**config.mk**
```make
export PLATFORM = sky130hd
export DESIGN_NAME = fieldbus_node_status_monitor
export DESIGN_NICKNAME = d
export VERILOG_FILES = /design/src/inc/node_status_pkg.sv /design/src/inc/code_mem_if.sv /design/src/rtl/node_code_mem.sv /design/src/rtl/fieldbus_node_status_monitor.sv
export SDC_FILE = /design/constraint.sdc
export NUM_CORES = 1
export LEC_CHECK = 0
export BUFFER_PORTS_ARGS = -buffer_cell sky130_fd_sc_hd__buf_4
export CORE_AREA = 2 2 224 226
export DETAILED_ROUTE_END_ITERATION = 8
export DIE_AREA = 0 0 226 228
export PLACE_DENSITY = 0.66
export SLEW_MARGIN = 20
export SYNTH_ARGS = -nofsm -noshare
export SYNTH_HDL_FRONTEND = slang
export SYNTH_SLANG_ARGS = --single-unit
```
**constraint.sdc**
```tcl
create_clock -name clk -period 5.7 [get_ports clk]
set_input_delay 1.14 -clock clk [delete_from_list [all_inputs] [get_ports clk]]
set_output_delay 1.14 -clock clk [all_outputs]
set_load 0.1 [all_outputs]
```
**src/inc/node_status_pkg.sv**
```systemverilog
package node_status_pkg;

	// ---------------------------------------------------------------
	// Geometry
	// ---------------------------------------------------------------
	localparam int NODE_COUNT = 64;
	localparam int NODE_W = 6;
	localparam int CODE_W = 16;
	localparam int MAP_W = 16;
	localparam int ADDR_W = 12;

	// ---------------------------------------------------------------
	// Register byte offsets
	// ---------------------------------------------------------------
	localparam logic [11:0] OFS_STACK_VERSION = 12'h000;
	localparam logic [11:0] OFS_BAUD_RATE = 12'h004;
	localparam logic [11:0] OFS_MASTER_STATE = 12'h008;
	localparam logic [11:0] OFS_FAULT_MAP_1_16 = 12'h00c;
	localparam logic [11:0] OFS_FAULT_MAP_17_32 = 12'h010;
	localparam logic [11:0] OFS_FAULT_MAP_33_48 = 12'h014;
	localparam logic [11:0] OFS_FAULT_MAP_49_64 = 12'h018;
	localparam logic [11:0] OFS_NODE_CODES = 12'h100;
	localparam logic [11:0] OFS_NODE_CODES_LAST = 12'h1fc;

	// ---------------------------------------------------------------
	// Reset values
	// ---------------------------------------------------------------
	localparam logic [15:0] RST_CODE = 16'h0000;
	localparam logic [15:0] RST_BAUD = 16'h0000;
	localparam logic [15:0] RST_MASTER = 16'h0000;
	localparam logic [63:0] RST_FAULT_MAP = 64'h0;

	// ---------------------------------------------------------------
	// Node error codes
	// ---------------------------------------------------------------
	localparam logic [15:0] NODE_OK = 16'h0000;
	localparam logic [15:0] NODE_EMCY = 16'h00e0;
	localparam logic [15:0] NODE_PDO_LEN = 16'h00e1;
	localparam logic [15:0] NODE_PDO_MISSING = 16'h00e2;
	localparam logic [15:0] NODE_SDO_FAIL = 16'h00e3;
	localparam logic [15:0] NODE_PDO_CFG_FAIL = 16'h00e4;
	localparam logic [15:0] NODE_KEY_FAIL = 16'h00e5;
	localparam logic [15:0] NODE_ABSENT = 16'h00e6;
	localparam logic [15:0] NODE_GUARD_TIMEOUT = 16'h00e7;
	localparam logic [15:0] NODE_ID_DUP = 16'h00e8;

	// ---------------------------------------------------------------
	// Master state codes
	// ---------------------------------------------------------------
	localparam logic [15:0] MST_OK = 16'h0000;
	localparam logic [15:0] MST_NO_SLAVE = 16'h00f1;
	localparam logic [15:0] MST_DOWNLOADING = 16'h00f2;
	localparam logic [15:0] MST_CFG_ERROR = 16'h00f3;
	localparam logic [15:0] MST_BUS_OFF = 16'h00f4;
	localparam logic [15:0] MST_SETTING_ERROR = 16'h00f5;
	localparam logic [15:0] MST_MEM_ERROR = 16'h00f8;
	localparam logic [15:0] MST_TX_FULL = 16'h00fb;
	localparam logic [15:0] MST_RX_FULL = 16'h00fc;

	// ---------------------------------------------------------------
	// Node event kinds reported by the fieldbus engine
	// ---------------------------------------------------------------
	typedef enum logic [3:0] {
		KIND_HEALTHY,
		KIND_EMCY,
		KIND_PDO_LEN,
		KIND_PDO_MISSING,
		KIND_SDO_FAIL,
		KIND_PDO_CFG_FAIL,
		KIND_KEY_FAIL,
		KIND_ABSENT,
		KIND_GUARD_TIMEOUT,
		KIND_ID_DUP
	} ev_kind_e;

endpackage

```
**src/inc/code_mem_if.sv**
```systemverilog
`timescale 1ns/1ps
interface code_mem_if #(
	parameter int ADDR_W = 6,
	parameter int DATA_W = 16
);
	logic wr_en;
	logic [ADDR_W-1:0] wr_addr;
	logic [DATA_W-1:0] wr_data;
	logic [ADDR_W-1:0] rd_addr;
	logic [DATA_W-1:0] rd_data;

	modport user (
		output wr_en,
		output wr_addr,
		output wr_data,
		output rd_addr,
		input rd_data
	);

	modport mem (
		input wr_en,
		input wr_addr,
		input wr_data,
		input rd_addr,
		output rd_data
	);
endinterface

```
**src/rtl/node_code_mem.sv**
```systemverilog
`timescale 1ns/1ps
module node_code_mem #(
	parameter int DEPTH = 64,
	parameter int DATA_W = 16
) (
	input wire logic clk,
	input wire logic rst_n,
	code_mem_if.mem bus
);
	typedef struct packed {
		logic [DEPTH-1:0][DATA_W-1:0] word;
		logic [DATA_W-1:0] rd_data;
	} mem_s;

	mem_s mem_reg;
	mem_s mem_next;

	// Read data registered; a same-cycle write shows on the next read
	always_comb begin
		mem_next = mem_reg;
		mem_next.rd_data = mem_reg.word[bus.rd_addr];
		if (bus.wr_en) begin
			mem_next.word[bus.wr_addr] = bus.wr_data;
		end
	end

	always_ff @(posedge clk or negedge rst_n) begin
		if (!rst_n) begin
			mem_reg <= '0;
		end else begin
			mem_reg <= mem_next;
		end
	end

	assign bus.rd_data = mem_reg.rd_data;
endmodule

```
**src/rtl/fieldbus_node_status_monitor.sv**
```systemverilog
`timescale 1ns/1ps
// Operation
// - Four 16-bit fault maps, b0 lowest node
// - Bit clear when healthy, set when abnormal
// - One code word per node, node 1 first
// - Code 0 when error free or unconfigured
// - Code E0 on emergency from slave
// - Code E1 on PDO length mismatch
// - Code E2 when expected PDO missing
// - Code E3 when automatic SDO download fails
// - Code E4 when PDO configuration fails
// - Code E5 when key parameter check fails
// - Code E6 when configured slave absent
// - Code E7 on error-control supervision timeout
// - Code E8 on duplicate node identifier
// - State 0 when normal or master inactive
// - State F1 when node list empty
// - State F2 while configuration downloads
// - State F3 on configuration receive error
// - State F4 on CAN bus-off
// - State F5 on own setting error
// - State F8 on internal memory error
// - State FB transmit full, FC receive full
// - Baud rate readout in thousands per second
module fieldbus_node_status_monitor #(
	parameter logic [15:0] STACK_VERSION = 16'h0101, // Arbitrary value
	parameter int NODES = 64
) (
	input wire logic clk,
	input wire logic rst_n,
	// APB slave
	input wire logic psel,
	input wire logic penable,
	input wire logic pwrite,
	input wire logic [11:0] paddr,
	input wire logic [31:0] pwdata,
	output logic [31:0] prdata,
	output logic pready,
	output logic pslverr,
	// Node list and node events from the fieldbus engine
	input wire logic [NODES-1:0] node_configured,
	input wire logic node_event_valid,
	input wire logic [5:0] node_event_index,
	input wire logic [3:0] node_event_kind,
	// Master condition levels
	input wire logic master_enable,
	input wire logic cfg_downloading,
	input wire logic cfg_receive_error,
	input wire logic can_bus_off,
	input wire logic own_setting_error,
	input wire logic [6:0] own_node_id,
	input wire logic internal_mem_error,
	input wire logic tx_buffer_full,
	input wire logic rx_buffer_full,
	input wire logic [15:0] bus_rate_kbps
);

	// ---------------------------------------------------------------
	// State
	// ---------------------------------------------------------------
	typedef struct packed {
		logic [15:0] master_state;
		logic [15:0] baud;
		logic [NODES-1:0] fault;
		logic [31:0] prdata;
		logic pready;
		logic pslverr;
	} state_s;

	state_s state_reg;
	state_s state_next;

	code_mem_if #(.ADDR_W(6), .DATA_W(16)) mem_bus ();

	node_code_mem #(
		.DEPTH(NODES),
		.DATA_W(16)
	) u_codes (
		.clk(clk),
		.rst_n(rst_n),
		.bus(mem_bus)
	);

	// ---------------------------------------------------------------
	// Decode helpers
	// ---------------------------------------------------------------
	function automatic logic is_code_addr(input logic [11:0] a);
		is_code_addr = (a >= node_status_pkg::OFS_NODE_CODES) &&
			(a <= node_status_pkg::OFS_NODE_CODES_LAST) && (a[1:0] == 2'h0);
	endfunction

	function automatic logic [15:0] kind_to_code(input logic [3:0] k);
		case (node_status_pkg::ev_kind_e'(k))
			node_status_pkg::KIND_HEALTHY: kind_to_code = node_status_pkg::NODE_OK;
			node_status_pkg::KIND_EMCY: kind_to_code = node_status_pkg::NODE_EMCY;
			node_status_pkg::KIND_PDO_LEN: kind_to_code = node_status_pkg::NODE_PDO_LEN;
			node_status_pkg::KIND_PDO_MISSING: begin
				kind_to_code = node_status_pkg::NODE_PDO_MISSING;
			end
			node_status_pkg::KIND_SDO_FAIL: kind_to_code = node_status_pkg::NODE_SDO_FAIL;
			node_status_pkg::KIND_PDO_CFG_FAIL: begin
				kind_to_code = node_status_pkg::NODE_PDO_CFG_FAIL;
			end
			node_status_pkg::KIND_KEY_FAIL: kind_to_code = node_status_pkg::NODE_KEY_FAIL;
			node_status_pkg::KIND_ABSENT: kind_to_code = node_status_pkg::NODE_ABSENT;
			node_status_pkg::KIND_GUARD_TIMEOUT: begin
				kind_to_code = node_status_pkg::NODE_GUARD_TIMEOUT;
			end
			node_status_pkg::KIND_ID_DUP: kind_to_code = node_status_pkg::NODE_ID_DUP;
			default: kind_to_code = node_status_pkg::NODE_OK;
		endcase
	endfunction

	// ---------------------------------------------------------------
	// Node events
	// ---------------------------------------------------------------
	logic ev_kind_known;
	logic ev_accept;
	logic [15:0] ev_code;

	always_comb begin
		ev_kind_known = (node_event_kind <= 4'(node_status_pkg::KIND_ID_DUP));
		// Events for nodes outside the list are dropped so their stored code is left unchanged
		ev_accept = node_event_valid && ev_kind_known &&
			node_configured[node_event_index];
		ev_code = kind_to_code(node_event_kind);
	end

	assign mem_bus.wr_en = ev_accept;
	assign mem_bus.wr_addr = node_event_index;
	assign mem_bus.wr_data = ev_code;
	// Word index of the node codes area, node 1 at the lowest word
	assign mem_bus.rd_addr = paddr[7:2];

	// ---------------------------------------------------------------
	// Master state priority
	// ---------------------------------------------------------------
	logic [15:0] master_code;
	logic setting_bad;

	always_comb begin
		// Node id 0 is the only value outside 1..127 for a 7-bit field
		setting_bad = own_setting_error || (own_node_id == 7'h00);
		if (!master_enable) begin
			master_code = node_status_pkg::MST_OK;
		end else if (internal_mem_error) begin
			master_code = node_status_pkg::MST_MEM_ERROR;
		end else if (can_bus_off) begin
			// Stays until reboot; the engine holds the level
			master_code = node_status_pkg::MST_BUS_OFF;
		end else if (tx_buffer_full) begin
			master_code = node_status_pkg::MST_TX_FULL;
		end else if (rx_buffer_full) begin
			master_code = node_status_pkg::MST_RX_FULL;
		end else if (setting_bad) begin
			master_code = node_status_pkg::MST_SETTING_ERROR;
		end else if (cfg_receive_error) begin
			master_code = node_status_pkg::MST_CFG_ERROR;
		end else if (cfg_downloading) begin
			master_code = node_status_pkg::MST_DOWNLOADING;
		end else if (node_configured == '0) begin
			master_code = node_status_pkg::MST_NO_SLAVE;
		end else begin
			master_code = node_status_pkg::MST_OK;
		end
	end

	// ---------------------------------------------------------------
	// Read mux
	// ---------------------------------------------------------------
	logic [15:0] rd_value;
	logic rd_hit;
	logic [NODES-1:0] fault_shown;

	always_comb begin
		fault_shown = state_reg.fault & node_configured;
		rd_value = 16'h0000;
		rd_hit = 1'b1;
		if (is_code_addr(paddr)) begin
			// Unconfigured nodes read 0 whatever the stored code
			rd_value = node_configured[paddr[7:2]] ? mem_bus.rd_data :
				node_status_pkg::NODE_OK;
		end else begin
			case (paddr)
				node_status_pkg::OFS_STACK_VERSION: rd_value = STACK_VERSION;
				node_status_pkg::OFS_BAUD_RATE: rd_value = state_reg.baud;
				node_status_pkg::OFS_MASTER_STATE: rd_value = state_reg.master_state;
				node_status_pkg::OFS_FAULT_MAP_1_16: rd_value = fault_shown[15:0];
				node_status_pkg::OFS_FAULT_MAP_17_32: rd_value = fault_shown[31:16];
				node_status_pkg::OFS_FAULT_MAP_33_48: rd_value = fault_shown[47:32];
				node_status_pkg::OFS_FAULT_MAP_49_64: rd_value = fault_shown[63:48];
				default: rd_hit = 1'b0;
			endcase
		end
	end

	// ---------------------------------------------------------------
	// Next state
	// ---------------------------------------------------------------
	logic access_first;

	always_comb begin
		state_next = state_reg;
		access_first = psel && penable && !state_reg.pready;
		state_next.master_state = master_code;
		state_next.baud = bus_rate_kbps;
		// Dropped nodes lose their fault bit
		state_next.fault = state_reg.fault & node_configured;
		if (ev_accept) begin
			state_next.fault[node_event_index] =
				(ev_code != node_status_pkg::NODE_OK);
		end
		// One wait state: memory read data lands in the first access cycle
		state_next.pready = access_first;
		state_next.pslverr = 1'b0;
		if (access_first) begin
			// All registers are read-only; writes are refused
			state_next.pslverr = pwrite || !rd_hit;
			state_next.prdata = (pwrite || !rd_hit) ? 32'h0 : {16'h0000, rd_value};
		end
	end

	always_ff @(posedge clk or negedge rst_n) begin
		if (!rst_n) begin
			state_reg.master_state <= node_status_pkg::RST_MASTER;
			state_reg.baud <= node_status_pkg::RST_BAUD;
			state_reg.fault <= NODES'(node_status_pkg::RST_FAULT_MAP);
			state_reg.prdata <= 32'h0;
			state_reg.pready <= 1'b0;
			state_reg.pslverr <= 1'b0;
		end else begin
			state_reg <= state_next;
		end
	end

	assign prdata = state_reg.prdata;
	assign pready = state_reg.pready;
	assign pslverr = state_reg.pslverr;

endmodule

```
==> flow_summary_export.csv, run 1 <==
group,metric,value,unit
outcome,status,"finished clean",
placed_design,numPlacedInstances,2294,
routing,dr.pass1.iters,7,
routing,wl,61800,um
min_path,hold_path.class,"reg -> reg",
placed_design,pre_cts_ws,1080,ps
routing,viasPerCell,6.03,
clock_network,cts_tree,"built",
synth,ys_ff_latch,428,
pwr,vdd_ir_drop_max,0.204,mV
worst_setup_path,arrival,4520,ps
sta,rsz0062_at_grt,"false",
clock_network,clockBufferDepth,3,
sta,finalClockSkew,21.3,ps
grt,grt_pass1_vias,14600,
final_layout,postLayoutCoreUtil,50.5,%
routing,drtIter0Drc,1653,
sta,fmax,246,MHz
sta,maxSlewViolCount,0,
placed_design,place_hpwl,42400,um
worst_setup_path,path_buf_inv,1,
routing,wl_per_cell,26.0,um
worst_setup_path,cp_data_required_time,6150,ps
worst_setup_path,critPathMaxFanout,36,
flow_run,timing.max_cap.violations,0,
clock_network,cts.htree.levels,2,
floorplan,start_util,44.4,%
pwr,p_leak,11.5,nW
synth,synthArstFlopShare,100,%
synth,synth_top_area_share,48.9,%
worst_setup_path,worst_setup_path_start_kind,"input port",
clock_network,numCtsBuffers,45,
clock_network,cts.repair.resized,0,
worst_setup_path,cpMaxStageDelayCell,"o31ai_4",
worst_setup_path,cp_slowest_stage_delay,830,ps
sta,max_slew_margin,29.4,%
synth,synth_common_cells,"dfrtp_1 (428), mux2_2 (249), mux4_2 (128)",
sta,tightest_slew,1050,ps
placed_design,port_buffers,140,
final_layout,num_antenna_cells,0,
synth,ys_seq_area_share,48.9,%
grt,grt_max_degree,156,
worst_setup_path,endpoint_kind,"flip-flop",
routing,ant_nets,0,
placed_design,gp_congestion,0.972,
clock_network,post_cts_buffers,0,
synth,ys_types,55,
worst_setup_path,crit_chain,"buf_4 -> mux2_1 -> a221oi_1 -> o221ai_1 -> and3_1 -> o31ai_4 -> or3_1 -> mux2_2",
clock_network,ctsHoldBuffers,0,
final_layout,drive_above_1_share,40.2,%
sta,timing.final.hold_violations,0,
sta,fin_crit_sh,71.5,%
floorplan,ios,189,
routing,vias,14300,
sta,fin_ws,1630,ps
synth,synth_area_per_cell,13.8,um2
synth,synthFlopType,"dfrtp_1",
routing,drc,0,
final_layout,largest_reg_flops,320,
floorplan,dieArea,51500,um2
clock_network,clkSinkCount,428,
final_layout,nets,1829,
floorplan,floorplan.die.width,226,um
worst_setup_path,path_delay_family,"compound AO/OA/AOI/OAI gates",
final_layout,fin_cells,2373,
final_layout,syn_to_final_growth,13.7,%
synth,synth_cells,1584,
grt,gr-usage-all-layers,24.4,%
synth,synth_edf_count,0,
floorplan,die_y,228,um
synth,synth.top_cells.by_area,"dfrtp_1 (49%), mux4_2 (13%), mux2_2 (13%)",
clock_network,clk_latency,590,ps
floorplan,design.core.area,49300,um2
clock_network,path_clk_slew,60,ps
sta,tns,0,ps
grt,overflow,0,
synth,syn_area,21900,um2
synth,yosysWarnings,0,
sta,layout_min_cycle_time,4070,ps
synth,yosysTopAreaCell,"dfrtp_1",
grt,grt_pass1_wl,93500,um
grt,grt_antenna_before_repair,3,
floorplan,rows,82,
sta,setup_viol,0,
clock_network,root_buffer,"clkbuf_16",
worst_setup_path,path_class,"in -> reg",
sta,hold_slack,473,ps
synth,yosysMostFrequentCell,"dfrtp_1",
pwr,power_density,279,nW/um2
[placed cells by master, fill, tap and decap left out, types with 25 or more instances in the layout]
cell | Yosys | layout
buf_4 | 37 | 160
clkbuf_16 | 0 | 47
dfrtp_1 | 428 | 428
mux2_1 | 62 | 62
mux2_2 | 249 | 249
mux2i_1 | 67 | 67
mux4_2 | 128 | 128
nand2_1 | 114 | 113
nand3_1 | 48 | 48
nand4_4 | 30 | 30
nor2_1 | 40 | 40
nor4_1 | 26 | 25
o21ai_0 | 58 | 55
[metal layers]
layer  global-route usage [%]  routed length, um  part of all wire [%]  up-vias
met5                        0                  8                 0.013        -
met4                     9.50               2390                   3.9        2
met3                     4.50               4640                   7.5      120
met2                     36.8              27800                    45      649
met1                     35.0              27000                    44     7397
li1                         -                  -                     -     6135
[area by class of cell]
class	count	area, um2
flip-flops and latches	428	10700
multi-input cells	1013	10500
repair buffers	166	1310
clock inverters	14	181
fillers	4147	24400
clock buffers	65	1300
well taps	672	841
inverters	15	56.3
[worst register-to-register path: stages, from the launching register on]
cell	delay (ps)
dfrtp_1	370
nand3b_1	570
nor4_1	1050
nand2_1	340
o21ai_0	280
[final timing paths]
| check | from | end | slack (ps) | depth (start not counted) |
|---|---|---|---|---|
| hold reg to reg | prdata[4] | prdata[4] | 470 | 2 |
| max in group asynchronous | rst_n | u_codes.mem_reg[930] | 3740 | 2 |
| setup reg to reg | pready | prdata[12] | 3000 | 4 |
| hold / removal | prdata[4] | prdata[4] | 470 | 2 |
| setup / recovery | node_event_index[2] | u_codes.mem_reg[663] | 1630 | 8 |
| min in group asynchronous | rst_n | state_reg[99] | 540 | 1 |
[report_power, final]
part / switching [W] / leakage, nW / internal, W
combinational: 0.000491 / 4.86 / 0.000288
sequential: 0.0000494 / 5.90 / 0.00314
clock: 0.00123 / 0.733 / 0.00177
[metrics by stage]
step                cell area (um2)  power (W)
global route                  24900    0.00720
detailed placement            23400    0.00402
CTS                           24900    0.00701
finish                        24900    0.00696
global placement              23400    0.00400
floorplan                     22000    0.00372
[cells by family after synthesis]
group / after synthesis / share of synthesized area, %
AO/OA/AOI/OAI: 148 / 4.91
AND/OR/NAND/NOR: 337 / 9.97
flip-flops: 428 / 48.9
multiplexers: 507 / 32.3
adder cells (fa/ha/maj): 5 / 0.285
other: 1 / 0.0171
buffers and inverters: 158 / 3.70
Note: power is estimated with default switching activity, not from simulation.
==> run 2, diff against run 1 <==
--- a/config.mk
+++ b/config.mk
@@ -5,11 +5,12 @@
 export SDC_FILE = /design/constraint.sdc
 export NUM_CORES = 1
 export LEC_CHECK = 0
+export ABC_AREA = 1
 export BUFFER_PORTS_ARGS = -buffer_cell sky130_fd_sc_hd__buf_4
-export CORE_AREA = 2 2 224 226
+export CORE_AREA = 2 2 233 235
 export DETAILED_ROUTE_END_ITERATION = 8
-export DIE_AREA = 0 0 226 228
-export PLACE_DENSITY = 0.66
+export DIE_AREA = 0 0 235 237
+export PLACE_DENSITY = 0.68
 export SLEW_MARGIN = 20
 export SYNTH_ARGS = -nofsm -noshare
 export SYNTH_HDL_FRONTEND = slang
==> constraint.sdc (replaced) <==
create_clock -name clk -period 3.4 [get_ports clk]
set_input_delay 0.68 -clock clk [delete_from_list [all_inputs] [get_ports clk]]
set_output_delay 0.68 -clock clk [all_outputs]
set_load 0.1 [all_outputs]
==> run 2 against run 1 <==
  * Flip-flop and latch count unchanged
  * Sequential share of layout area fell by 4.2 points
  * Final cell count is 71% higher
  * Count of clock-buffer cells in the layout increased by 4
  * Setup slack worse by 870 ps
  * Critical endpoint is now u_codes.mem_reg[193]
  * Largest power group is now clock
==> flow_summary_export.csv, run 2 <==
group,metric,value,unit
outcome,status,"finished clean",
routing,wl_met2,36800,um
pwr,power_frac_clock,43.1,%
synth,synth_top_family_by_area,"simple AND/OR/NAND/NOR gates",
routing,wl_per_cell,20.7,um
final_layout,mostFrequentLayoutCell,"nand2_1",
clock_network,path_clk_slew,60,ps
placed_design,pre_cts_ws,237,ps
pwr,p_sw,0.00359,W
final_layout,final_cell_mix,"nand2_1 (1322), dfrtp_1 (428), nand4_1 (382)",
pwr,p_int,0.00886,W
sta,fin_ws,755,ps
synth,synth_edf_count,0,
synth,synthArstFlopShare,100,%
floorplan,floorplan.die.width,235,um
synth,synth_area_per_cell,7.41,um2
worst_setup_path,endpoint_kind,"flip-flop",
clock_network,cts.repair.resized,0,
worst_setup_path,critPathMaxFanout,37,
synth,yosysWarnings,0,
floorplan,die_y,237,um
sta,setup_viol,0,
final_layout,largest_reg_flops,320,
synth,synth.top_cells.by_area,"dfrtp_1 (45%), nand2_1 (21%), nand4_1 (10%)",
flow_run,timing.max_cap.violations,0,
synth,synth_top_area_share,45.2,%
grt,grt_antenna_before_repair,2,
sta,finalClockSkew,32.5,ps
sta,timing.final.hold_violations,0,
pwr,power_density,451,nW/um2
synth,yosys.area_share.simple,38.2,%
synth,ys_types,38,
clock_network,cts.htree.levels,2,
worst_setup_path,cpMaxStageDelayCell,"nand3_1",
pwr,vdd_ir_drop_max,0.357,mV
clock_network,clockBufferDepth,3,
synth,ys_ff_latch,428,
sta,rsz0062_at_grt,"false",
placed_design,port_buffers,140,
synth,yosysMostFrequentCell,"nand2_1",
routing,viasPerCell,5.87,
sta,layout_min_cycle_time,2640,ps
routing,wl,84000,um
routing,dr.pass1.iters,8,
floorplan,design.core.area,53300,um2
placed_design,gp_congestion,1.00,
synth,synth_cells,3197,
grt,grt_max_degree,90,
clock_network,clk_latency,620,ps
routing,ant_nets,0,
clock_network,numCtsBuffers,48,
synth,synth_adder_area_share,0.264,%
final_layout,drive_above_1_share,12.7,%
synth,synth_compound_area_share,8.10,%
pwr,seq_power_share,42.6,%
worst_setup_path,arrival,3180,ps
pwr,p_leak,14.3,nW
floorplan,dieArea,55700,um2
synth,syn_area,23700,um2
clock_network,post_cts_buffers,0,
clock_network,clkSinkCount,428,
worst_setup_path,crit_top_cell,"nand2_1",
grt,gr-usage-all-layers,29.7,%
worst_setup_path,cp_data_required_time,3940,ps
routing,vias,23800,
sta,max_slew_margin,31.7,%
sta,maxSlewViolCount,0,
min_path,hold_path.class,"in -> async",
grt,grt_pass1_wl,130000,um
synth,synthFlopType,"dfrtp_1",
grt,grt_pass1_vias,22000,
routing,highest-signal-layer,"met5",
final_layout,multi_input_area,11200,um2
grt,overflow,0,
final_layout,fillers,5106,
synth,synth_common_cells,"nand2_1 (1325), dfrtp_1 (428), nand4_1 (382)",
worst_setup_path,crit_chain,"buf_4 -> inv_4 -> nand2_1 -> a21oi_1 -> o21ai_1 -> nand2_1 -> nand2_1 -> nand2_1 -> nor2_1 -> nand2_8 -> buf_12 -> nand3_1 -> nand2_1 -> nand2_1",
final_layout,ff_latch_area,10700,um2
synth,synthXorXnorAreaFrac,0,%
worst_setup_path,cp_slowest_stage_delay,300,ps
sta,fin_crit_sh,77.8,%
final_layout,syn_to_final_growth,16.7,%
clock_network,root_buffer,"clkbuf_16",
final_layout,nets,3495,
floorplan,ios,189,
routing,drtIter0Drc,2859,
floorplan,rows,85,
sta,fmax,378,MHz
synth,ys_seq_area_share,45.2,%
worst_setup_path,worst_setup_path_start_kind,"input port",
worst_setup_path,path_class,"in -> reg",
placed_design,place_hpwl,56300,um
sta,tns,0,ps
synth,muxShareOfSynthArea,0,%
routing,wl_met1,34700,um
synth,yosysTopAreaCell,"dfrtp_1",
clock_network,ctsHoldBuffers,0,
routing,drc,0,
pwr,p_comb_share,14.3,%
pwr,switching_share,28.8,%
clock_network,cts_tree,"built",
routing,met3_length,8840,um
sta,tightest_slew,1030,ps
final_layout,num_antenna_cells,0,
floorplan,start_util,44.4,%
==> run 2: changes by cell type in the layout (fill, tap and decap cells not counted), sizes merged, moves of 71 or more <==
| cell | delta |
|---|---|
| mux4 | -128 |
| nand3 | +91 |
| buf | +149 |
| a22oi | +71 |
| inv | +128 |
| nand4 | +336 |
| mux2 | -312 |
| nand2 | +1212 |
| a21oi | +75 |
| nor2 | +132 |
==> run 2: area by class of cell <==
cell class                      instances  share of cell area, %
Multi-Input combinational cell       2397                   40.4
Sequential cell                       428                   38.8
Timing Repair Buffer                  315                   9.94
Clock buffer                           69                   5.00
Tap cell                              696                   3.15
Inverter                              145                   2.01
Clock inverter                         14                  0.779
==> run 2: power groups by stage <==
| stage | clock network [W] | logic [W] | registers, W |
|---|---|---|---|
| after floorplan | 0 | 0.00105 | 0.00538 |
| final | 0.00537 | 0.00178 | 0.00530 |
| after global routing | 0.00562 | 0.00191 | 0.00531 |
| after CTS | 0.00542 | 0.00175 | 0.00530 |
| after detailed placement | 0 | 0.00175 | 0.00539 |
| after global placement | 0 | 0.00174 | 0.00539 |
==> run 2: cells by family after synthesis <==
kind of cell | after synthesis
AO/OA/AOI/OAI | 318
adder cells (fa/ha/maj) | 5
flip-flops | 428
buffers and inverters | 387
other | 1
AND/OR/NAND/NOR | 2058
==> run 2: worst paths after layout <==
path                                 startpoint                     end  slack, ps  cells after the start
setup / recovery            node_event_index[0]    u_codes.mem_reg[193]        760                     14
hold / removal                            rst_n    u_codes.mem_reg[243]         50                      1
setup reg to reg           u_codes.mem_reg[657]  u_codes.bus.rd_data[1]       1690                      6
hold reg to reg            u_codes.mem_reg[226]    u_codes.mem_reg[226]        470                      2
max in group asynchronous                 rst_n              prdata[13]       2460                      2
min in group clk              bus_rate_kbps[10]          state_reg[108]        180                      1
==> run 2: per-layer routing <==
layer,vias up,GRT usage (%)
met5,-,0
met4,4,13.2
met3,209,5.78
met2,1264,44.6
met1,11300,41.6
li1,11000,-
==> run 2: per-stage QoR <==
step           total power, W  hold slack [ps]  utilization (%)  instance area [um2]  std cells
2_1_floorplan         0.00643              384                -                23700       3212
3_3_place_gp          0.00712              453             48.9                26000       3981
3_5_place_dp          0.00713              458             48.9                26000       3981
4_1_cts                0.0125             46.0             51.9                27600       4064
5_1_grt                0.0128             89.4             51.9                27600       4064
6_report               0.0125             48.8             51.9                27600       4064
==> run 2: worst max-delay path: cells and delay by family <==
| kind | cells | cell delay (ps) |
|---|---|---|
| and+or+nand+nor | 9 | 1420 |
| AOI/OAI and AO/OA | 2 | 200 |
| buffers and inverters | 3 | 800 |
